`config.mk`:
```
export PLATFORM = sky130hd
export DESIGN_NAME = poi_intensity_pwm
export DESIGN_NICKNAME = d
export VERILOG_FILES = /design/src/poi_intensity_pwm.v
export VERILOG_INCLUDE_DIRS = /design/src /design/src/src
export SDC_FILE = /design/constraint.sdc
export NUM_CORES = 1
export LEC_CHECK = 0
export ABC_AREA = 1
export BUFFER_PORTS_ARGS = -buffer_cell sky130_fd_sc_hd__buf_2
export CAP_MARGIN = 20
export CORE_ASPECT_RATIO = 0.75
export CORE_MARGIN = 2
export CORE_UTILIZATION = 37
export DETAILED_ROUTE_END_ITERATION = 7
export PLACE_DENSITY = 0.66
export SLEW_MARGIN = 20
export SYNTH_ARGS = -nofsm -noshare
export SYNTH_HDL_FRONTEND = slang
export SYNTH_SLANG_ARGS = --single-unit
export TNS_END_PERCENT = 50
```
`constraint.sdc`:
```
create_clock -name core_clk -period 4.8 [get_ports core_clk]
set_clock_uncertainty 0.05 [all_clocks]
set_input_delay 0.96 -clock core_clk [delete_from_list [all_inputs] [get_ports core_clk]]
set_output_delay 0.96 -clock core_clk [all_outputs]
set_load 0.03 [all_outputs]
```
`src/poi_consts.vh`:
```
// Behaviour
// - Register 0x10 holds line one code in bits 7:4, line zero in 3:0.
// - Code n from 0 to 14 gives PWM duty of (n+1)/16.
// - Code all ones gives full duty: static level, no PWM switching.
// - Register 0x11 holds line three code upper nibble, line two lower.
// - Register 0x12 holds line five code upper nibble, line four lower.
// - Register 0x13 holds line seven code upper nibble, line six lower.
// - Intensity registers are writable and read back in the same bit positions.
// - Line eight code sits in the lower nibble of register 0x0E.
// - Master field zero stops the oscillator; all lines static, no PWM.
`ifndef POI_CONSTS_VH
`define POI_CONSTS_VH

// ----------------------------------------
// Register addresses
// ----------------------------------------
`define POI_ADDR_MASTER     8'h0e
`define POI_ADDR_LINES_1_0  8'h10
`define POI_ADDR_LINES_3_2  8'h11
`define POI_ADDR_LINES_5_4  8'h12
`define POI_ADDR_LINES_7_6  8'h13

// ----------------------------------------
// Field layout and reset values
// ----------------------------------------
`define POI_LO_NIB          3:0
`define POI_HI_NIB          7:4
`define POI_REG_RESET       8'h00
`define POI_CODE_STATIC     4'hf
`define POI_MASTER_OFF      4'h0
`define POI_RD_UNMAPPED     8'h00

// ----------------------------------------
// Timing: oscillator step of the PWM
// ----------------------------------------
`define POI_CLK_NS          100
`define POI_STEP_NS         1000
`define POI_STEP_CYCLES     ((`POI_STEP_NS) / (`POI_CLK_NS))
`define POI_STEP_LAST       8'd9
`define POI_PHASE_LAST      4'hf
`define POI_PHASE_FIRST     4'h0
`define POI_NUM_LINES       9

`endif

```
`src/poi_intensity_pwm.v`:
```
`timescale 1ns/1ps
`default_nettype none
`include "poi_consts.vh"

// Per-line intensity PWM: four code registers plus the master and line
// eight register, a step divider, a sixteen-phase counter and nine
// open-drain sink enables. Codes are double-buffered, so a write only
// reaches a line at a period boundary or while the oscillator is stopped.

module poi_intensity_pwm (
    // Clock and reset
    input  wire       core_clk,
    input  wire       rst,
    // Register write port
    input  wire       regWrEn,
    input  wire [7:0] regWrAddr,
    input  wire [7:0] regWrData,
    // Register read port
    input  wire       regRdEn,
    input  wire [7:0] regRdAddr,
    output reg  [7:0] regRdData,
    output reg        regRdValid,
    // Open-drain drive lines, bit k is drive line k
    output reg  [8:0] driveOut,
    output reg  [8:0] driveEn,
    // Oscillator state
    output reg        oscRunning
);

    // ----------------------------------------
    // Register file
    // ----------------------------------------
    // Bit positions of the one-hot register select
    localparam SEL_MASTER = 0;
    localparam SEL_L10    = 1;
    localparam SEL_L32    = 2;
    localparam SEL_L54    = 3;
    localparam SEL_L76    = 4;

    reg [7:0] masterLineEight;
    reg [7:0] linesOneZero;
    reg [7:0] linesThreeTwo;
    reg [7:0] linesFiveFour;
    reg [7:0] linesSevenSix;

    // One-hot select of the mapped registers; shared by write and read
    function [4:0] regSel;
        input [7:0] addr;
        begin
            regSel = 5'h00;
            case (addr)
                `POI_ADDR_MASTER:    regSel[SEL_MASTER] = 1'b1;
                `POI_ADDR_LINES_1_0: regSel[SEL_L10]    = 1'b1;
                `POI_ADDR_LINES_3_2: regSel[SEL_L32]    = 1'b1;
                `POI_ADDR_LINES_5_4: regSel[SEL_L54]    = 1'b1;
                `POI_ADDR_LINES_7_6: regSel[SEL_L76]    = 1'b1;
                default: begin
                end
            endcase
        end
    endfunction

    // Decoded selects; an unmapped address selects nothing
    wire [4:0] wrSel = regWrEn ? regSel(regWrAddr) : 5'h00;
    wire [4:0] rdSel = regSel(regRdAddr);

    // Software writes; unmapped writes fall through untouched
    // Each register has its own select, so only one can load per write
    always @(posedge core_clk) begin
        if (rst) begin
            masterLineEight <= `POI_REG_RESET;
            linesOneZero    <= `POI_REG_RESET;
            linesThreeTwo   <= `POI_REG_RESET;
            linesFiveFour   <= `POI_REG_RESET;
            linesSevenSix   <= `POI_REG_RESET;
        end else begin
            if (wrSel[SEL_MASTER])
                masterLineEight <= regWrData;
            if (wrSel[SEL_L10])
                linesOneZero <= regWrData;
            if (wrSel[SEL_L32])
                linesThreeTwo <= regWrData;
            if (wrSel[SEL_L54])
                linesFiveFour <= regWrData;
            if (wrSel[SEL_L76])
                linesSevenSix <= regWrData;
        end
    end

    // Read mux; unmapped addresses return the idle value
    // A read and a write of one register in the same cycle
    // return the value held before that write
    wire [7:0] rdMux = (rdSel == 5'h00) ? `POI_RD_UNMAPPED :
                       (({8{rdSel[SEL_MASTER]}} & masterLineEight) |
                        ({8{rdSel[SEL_L10]}}    & linesOneZero)    |
                        ({8{rdSel[SEL_L32]}}    & linesThreeTwo)   |
                        ({8{rdSel[SEL_L54]}}    & linesFiveFour)   |
                        ({8{rdSel[SEL_L76]}}    & linesSevenSix));

    // Read-back one cycle after the request, same bit positions
    always @(posedge core_clk) begin
        if (rst) begin
            regRdData  <= `POI_RD_UNMAPPED;
            regRdValid <= 1'b0;
        end else begin
            regRdValid <= regRdEn;
            if (regRdEn)
                regRdData <= rdMux;
        end
    end

    // ----------------------------------------
    // Oscillator and PWM phase
    // ----------------------------------------
    wire       masterOn = (masterLineEight[`POI_HI_NIB] != `POI_MASTER_OFF);
    reg  [7:0] stepCount;
    reg  [3:0] phase;
    wire       stepTick = masterOn && (stepCount == `POI_STEP_LAST);
    wire       periodEnd = stepTick && (phase == `POI_PHASE_LAST);

    // One PWM period is sixteen steps of the divider. Line k sinks for
    // phases 0 to its code, so code n gives n+1 steps of sixteen.
    // The drive flops trail the phase by one clock; the lag is the same
    // for every line, so duty and alignment are unaffected.
    // Stopping the master resets divider and phase, so the next start
    // always begins with a full first step.

    // Divider and 16-step phase counter; both halt when master is zero
    // Holding them in reset avoids a short first step after a restart
    always @(posedge core_clk) begin
        if (rst) begin
            stepCount  <= 8'h00;
            phase      <= `POI_PHASE_FIRST;
        end else begin
            if (!masterOn) begin
                stepCount <= 8'h00;
                phase     <= `POI_PHASE_FIRST;
            end else if (stepTick) begin
                stepCount <= 8'h00;
                phase     <= phase + 4'h1;
            end else begin
                stepCount <= stepCount + 8'h01;
            end
        end
    end

    // ----------------------------------------
    // Oscillator state flag
    // ----------------------------------------
    // Mirrors the master gate one clock late, as a registered output
    always @(posedge core_clk) begin
        if (rst) begin
            oscRunning <= 1'b0;
        end else begin
            oscRunning <= masterOn;
        end
    end

    // ----------------------------------------
    // Per-line codes and drive
    // ----------------------------------------
    // Written codes in line order, line eight on top
    wire [35:0] regCodes = {masterLineEight[`POI_LO_NIB], linesSevenSix, linesFiveFour,
                            linesThreeTwo, linesOneZero};
    // Live copies of the codes, one nibble per line
    reg  [35:0] liveCodes;

    // New codes are taken only where no pulse is in flight: at the last
    // tick of a period, or while the oscillator is stopped. A write in
    // mid-period therefore cannot cut or stretch the running pulse.
    wire        codeLoad = periodEnd || !masterOn;

    // Open-drain pins never drive a high level; the level stays low
    always @(posedge core_clk) begin
        if (rst) begin
            driveOut <= 9'h000;
        end else begin
            driveOut <= 9'h000;
        end
    end

    // Sink enable for a code at the given phase. Phase runs 0 to 15, so
    // code n sinks for n+1 phases; the all-ones code bypasses the compare
    // because its static level must not depend on the phase at all.
    function sinkAt;
        input [3:0] code;
        input [3:0] ph;
        begin
            if (code == `POI_CODE_STATIC)
                sinkAt = 1'b1;
            else
                sinkAt = (ph <= code);
        end
    endfunction

    genvar k;
    generate
        for (k = 0; k < `POI_NUM_LINES; k = k + 1) begin : gLine
            // Code latched only at the period boundary or while stopped
            always @(posedge core_clk) begin
                if (rst) begin
                    liveCodes[4*k+3:4*k] <= 4'h0;
                end else if (codeLoad) begin
                    liveCodes[4*k+3:4*k] <= regCodes[4*k+3:4*k];
                end
            end

            // Open-drain drive: level is low, enable sinks current
            always @(posedge core_clk) begin
                if (rst) begin
                    driveEn[k]  <= 1'b0;
                end else begin
                    if (!masterOn)
                        driveEn[k] <= 1'b0;
                    else
                        driveEn[k] <= sinkAt(liveCodes[4*k+3:4*k], phase);
                end
            end
        end
    endgenerate

endmodule
`default_nettype wire

```
* Word-level counts from Yosys, hierarchy flattened
Cells that the tools add are included.
Storage, ports and cells: flip-flop bits (word level) 107, input port bits 28, output and inout port bits 28
Cells by class: $add $sub $neg 2, magnitude comparators 9, equality and inequality tests 21, muxes and demuxes 21, bitwise gates (word level) 10, reductions and logical operators 8
Operators by type and width (number):
- equality test 8 x 5 -> 1 bit, second input constant | 8
- bitwise AND 8 bit | 5
- equality test 4 bit, second input constant | 10
- <= comparator 4 bit | 9
- bitwise OR 8 bit | 4
- equality test 8 x 4 -> 1 bit, second input constant | 3
- two-way mux 1 bit | 19
- adder 8 x 1 -> 8 bit, second input constant | 1
- two-way mux 8 bit | 1
- logical NOT 5 bit | 1
- two-way mux 5 bit | 1
- adder 4 x 1 -> 4 bit, second input constant | 1
- nonzero test 4 bit | 1
- OR reduction 3 bit | 1
- logical AND 1 bit | 2
- OR reduction 2 bit | 1
- logical NOT 1 bit | 1
- logical OR 1 bit | 1
- inverter 1 bit | 1

* Logic depth before layout (Yosys ltp)
depth in word-level cells 8, gate-level depth with buffers 9, mapped depth without buffers 8

* Least setup slack after synthesis
OpenSTA, ideal clock, no wires.
path type input to register, start input regWrAddr[2], end register linesOneZero[7], arrival time 1.747 ns, required time 4.619 ns, setup slack 2.873 ns, stages 7, path through inv_2 > nand2_1 > nor2_4 > nand3_4 > buf_6 > nor2_1 > nor3b_2
On the way: word-level cells in the longest chain between the ends 3
Ends and longest elaborated chain:
- start: declaration | RTL line poi_intensity_pwm.v:16 | input wire [7:0] regWrAddr,
- equality test 8 x 5 -> 1 bit | RTL line poi_intensity_pwm.v:51 | case (addr)
- two-way mux 1 bit | RTL line poi_intensity_pwm.v:51
- two-way mux 5 bit | RTL line poi_intensity_pwm.v:64 | wire [4:0] wrSel = regWrEn ? regSel(regWrAddr) : 5'h00;
- end signal: assignment | RTL line poi_intensity_pwm.v:72 | linesOneZero <= `POI_REG_RESET;
- end signal: assignment | RTL line poi_intensity_pwm.v:80 | linesOneZero <= regWrData;
- end: declaration | RTL line poi_intensity_pwm.v:41 | reg [7:0] linesOneZero;
No other way between the ends. A chain may end at the register's enable or synchronous reset.

* Worst setup path in the final report
start register phase[1], end register liveCodes[22]
On the way: word-level cells in the longest chain between the ends 3
Ends and longest elaborated chain:
- start: declaration | RTL line poi_intensity_pwm.v:117 | reg [3:0] phase;
- start signal: assignment | RTL line poi_intensity_pwm.v:133 | phase <= `POI_PHASE_FIRST;
- start signal: assignment | RTL line poi_intensity_pwm.v:137 | phase <= `POI_PHASE_FIRST;
- start signal: assignment | RTL line poi_intensity_pwm.v:140 | phase <= phase + 4'h1;
- equality test 4 bit (no line)
- logical AND 1 bit | RTL line poi_intensity_pwm.v:119 | wire periodEnd = stepTick && (phase == `POI_PHASE_LAST);
- logical OR 1 bit | RTL line poi_intensity_pwm.v:171 | wire codeLoad = periodEnd || !masterOn;
- end signal: indexed assignment | RTL line poi_intensity_pwm.v:204 | liveCodes[4*k+3:4*k] <= regCodes[4*k+3:4*k];
- end: declaration | RTL line poi_intensity_pwm.v:166 | reg [35:0] liveCodes;
No other way between the ends.

==> impl_metrics.py <==
metrics = {
    "clock_network": {
        "post_cts_resized": 0,
        "hold_buffers": 0,
        "htree_num_levels": 3,
        "postCtsSetupBuffers": 0,
        "cts_buffer_depth": 2,
        "tritoncts": "done",
        "clk_latency_ns": 0.35,
        "path_clk_slew_ns": 0.07,
        "clkSinkCount": 107,
        "cts_root_buffer": "clkbuf_16",
        "cts-buffers-inserted": 9,
    },
    "die": {
        "dieHeight_um": 111,
        "core_area_mm2": 0.0151,
        "start_util": 0.375,
        "ios": 56,
        "std_cell_rows": 39,
        "dieArea_mm2": 0.0163,
        "die_w_um": 147,
    },
    "hold_path": {
        "hold_class": "register to register",
        "holdPathEnd": "stepCount[0]",
        "hold-path-cell-count": 1,
        "hp-start": "stepCount[0]",
    },
    "grt": {
        "grt_max_degree": 69,
        "grt_pass1_vias": 4237,
        "antenna_found_initial": 0,
        "grt.total_usage": 0.165,
        "overflow": 0,
        "grt_pass1_wl_um": 21700,
    },
    "place": {
        "pre_cts_slack_ns": 2.17,
        "placed_cells_incl_taps": 1026,
        "dpl.hpwl_um": 9560,
        "io_buffer_count": 46,
        "place_congestion": 0.891,
    },
    "setup_path": {
        "slowest_stage": "a21oi_4",
        "slowest_delay_ns": 0.67,
        "setup.worst_path.end_class": "register",
        "critPathBufInv": 2,
        "r2r_slack_ns": 2.28,
        "arrival_ns": 2.71,
        "r2r_cells": 8,
        "path_common_cell": "nand2_1",
        "worstPathRequired_ns": 4.99,
        "r2r_end": "liveCodes[22]",
        "cpLargestDelayFamily": "compound AO/OA/AOI/OAI gates",
        "worstPathCellList": "ha_1 -> inv_1 -> nor3_4 -> a21oi_4 -> buf_4 -> nand2_1 -> nand2_1 -> nor2_1",
        "r2r-start": "phase[1]",
        "cp_max_fo": 38,
        "start_kind": "register",
        "crit_type": "register to register",
    },
    "logic_synthesis": {
        "syn_inst": 799,
        "netlist_area_mm2": 0.00566,
        "yosys_warnings": 0,
        "muxShareOfSynthArea": 0,
        "synthXorXnorAreaFrac": 0.00774,
        "syn_avg_cell_area_um2": 7.08,
        "synthAdderAreaFrac": 0.0863,
        "yosysSeqAreaShare": 0.379,
        "synth_seq_cells": 107,
        "synth_cell_types": 33,
        "synth-simple-area-share": 0.318,
        "synth_top_family_by_area": "simple AND/OR/NAND/NOR gates",
        "synth_compound_area_frac": 0.0854,
    },
    "power_and_ir_drop": {
        "p_leak_nw": 2.84,
        "peakVddDrop_mv": 0.159,
        "p_per_area_mw_per_mm2": 298,
        "p_total_mw": 1.88,
    },
    "finish": {
        "nNetsFinal": 899,
        "finalNonFillerCells": 1042,
        "area_delta_synth_final_pct": 11.5,
        "drive_gt1_frac": 0.104,
        "antenna_cells": 0,
        "nFillCells": 1577,
    },
    "sta": {
        "min_period_ns": 2.52,
        "worst_pin_slew_ns": 0.838,
        "setup_slack_ns": 2.28,
        "hold_viol_final": 0,
        "drv_slew": 0,
        "rsz0062_at_grt": "false",
        "max_freq_mhz": 397,
        "relSlewSlack": 0.440,
        "tns_ns": 0,
        "hold_ws_ns": 0.441,
        "finalSetupViolCount": 0,
        "finalCritPeriodShare": 0.525,
    },
    "drt": {
        "num_vias": 4826,
        "drc": 0,
        "first_pass_iters": 5,
        "totalWireLength_um": 13200,
        "ant_nets": 0,
        "drt_iter0_drc": 337,
        "wl_per_cell_um": 12.6,
        "routed_via_density": 4.63,
    },
    "job": {
        "cap_violations": 0,
    },
    "outcome": {
        "status": "finished, final reports clean",
    },
}
-- routing by layer --
layer	vias up	GRT usage	share of wire
met5	-	0	0
met2	106	0.240	0.42
met4	0	0.0252	0.0068
met3	10	0.0321	0.048
met1	2136	0.255	0.53
li1	2574	-	-
-- sequential cells by signal (all words and copies together), names as in the netlist --
register         flops
liveCodes           36
linesThreeTwo        8
linesOneZero         8
masterLineEight      8
phase                4
driveEn              9
linesSevenSix        8
regRdData            8
linesFiveFour        8
stepCount            8
regRdValid           1
oscRunning           1
-- logic make-up after synthesis --
kind of cell	count (synthesis)
simple gates	401
buf+inv	154
flops	107
compound gates	92
fa+ha+maj	39
xor+xnor	5
other cells	1
-- metrics by stage --
| step | util | area (um^2) |
|---|---|---|
| 2_1_floorplan | - | 5690 |
| 3_3_place_gp | 0.394 | 5940 |
| 3_5_place_dp | 0.394 | 5940 |
| 4_1_cts | 0.418 | 6300 |
| 5_1_grt | 0.418 | 6310 |
| 6_report | 0.418 | 6310 |
-- synth_stat cells --
master,instances,area (um^2)
nand3_4,2,35.0
or2_2,1,6.26
nand4_1,18,113
o21ai_1,6,30.0
nor2_4,2,22.5
a31oi_1,9,56.3
o21ai_0,38,190
buf_1,2,7.51
xnor2_1,1,8.76
nand2_2,1,6.26
xor2_1,4,35.0
nor3b_2,3,37.5
inv_2,2,7.51
nor2_2,5,31.3
dfxtp_1,107,2140
nor3_4,2,32.5
a21oi_1,38,190
nand3b_4,2,40.0
nand3_1,51,255
clkbuf_1,5,18.8
buf_2,8,40.0
buf_6,10,113
ha_1,39,488
nand3_2,2,20.0
nand3b_1,1,7.51
nor3_1,2,10.0
nor2_1,143,537
inv_1,118,443
buf_4,9,67.6
a21oi_4,1,16.3
nor3b_1,6,45.0
conb_1,1,3.75
nand2_1,160,601
-- where the power goes --
group	switching [mW]	internal, mW	total (mW)
clock network	0.339	0.542	0.881
registers	0.00329	0.893	0.896
logic	0.0746	0.0286	0.103
-- cell usage in the layout, fill, tap and decap left out, types with 6 or more instances in the layout --
cell type,instances
nor3b_1,6
conb_1,9
nand3_1,51
o21ai_0,38
nand2_1,160
clkbuf_16,9
nor2_1,143
buf_2,46
inv_1,118
dfxtp_1,107
a31oi_1,9
ha_1,39
a21oi_1,38
o21ai_1,6
nand4_1,18
-- layout make-up --
| cell class | instances | area, um^2 | area share |
|---|---|---|---|
| multi-input cells | 546 | 2850 | 0.452 |
| clock inverters | 5 | 108 | 0.0171 |
| clock buffers | 11 | 253 | 0.0401 |
| inverters | 120 | 450 | 0.0714 |
| flip-flops and latches | 107 | 2140 | 0.340 |
| repair buffers | 48 | 245 | 0.0389 |
| well taps | 205 | 256 | 0.0407 |
-- worst max-delay path by stage --
stage,startpoint,to,cells past startpoint
2_1_floorplan,regWrAddr[2],linesOneZero[7],7
3_3_place_gp,regRdAddr[7],regRdData[6],8
3_5_place_dp,regRdAddr[7],regRdData[6],8
4_1_cts,phase[1],liveCodes[25],8
5_1_grt,phase[1],liveCodes[12],8
6_report,phase[1],liveCodes[22],8
No activity file was read; power rests on OpenSTA's default activity.
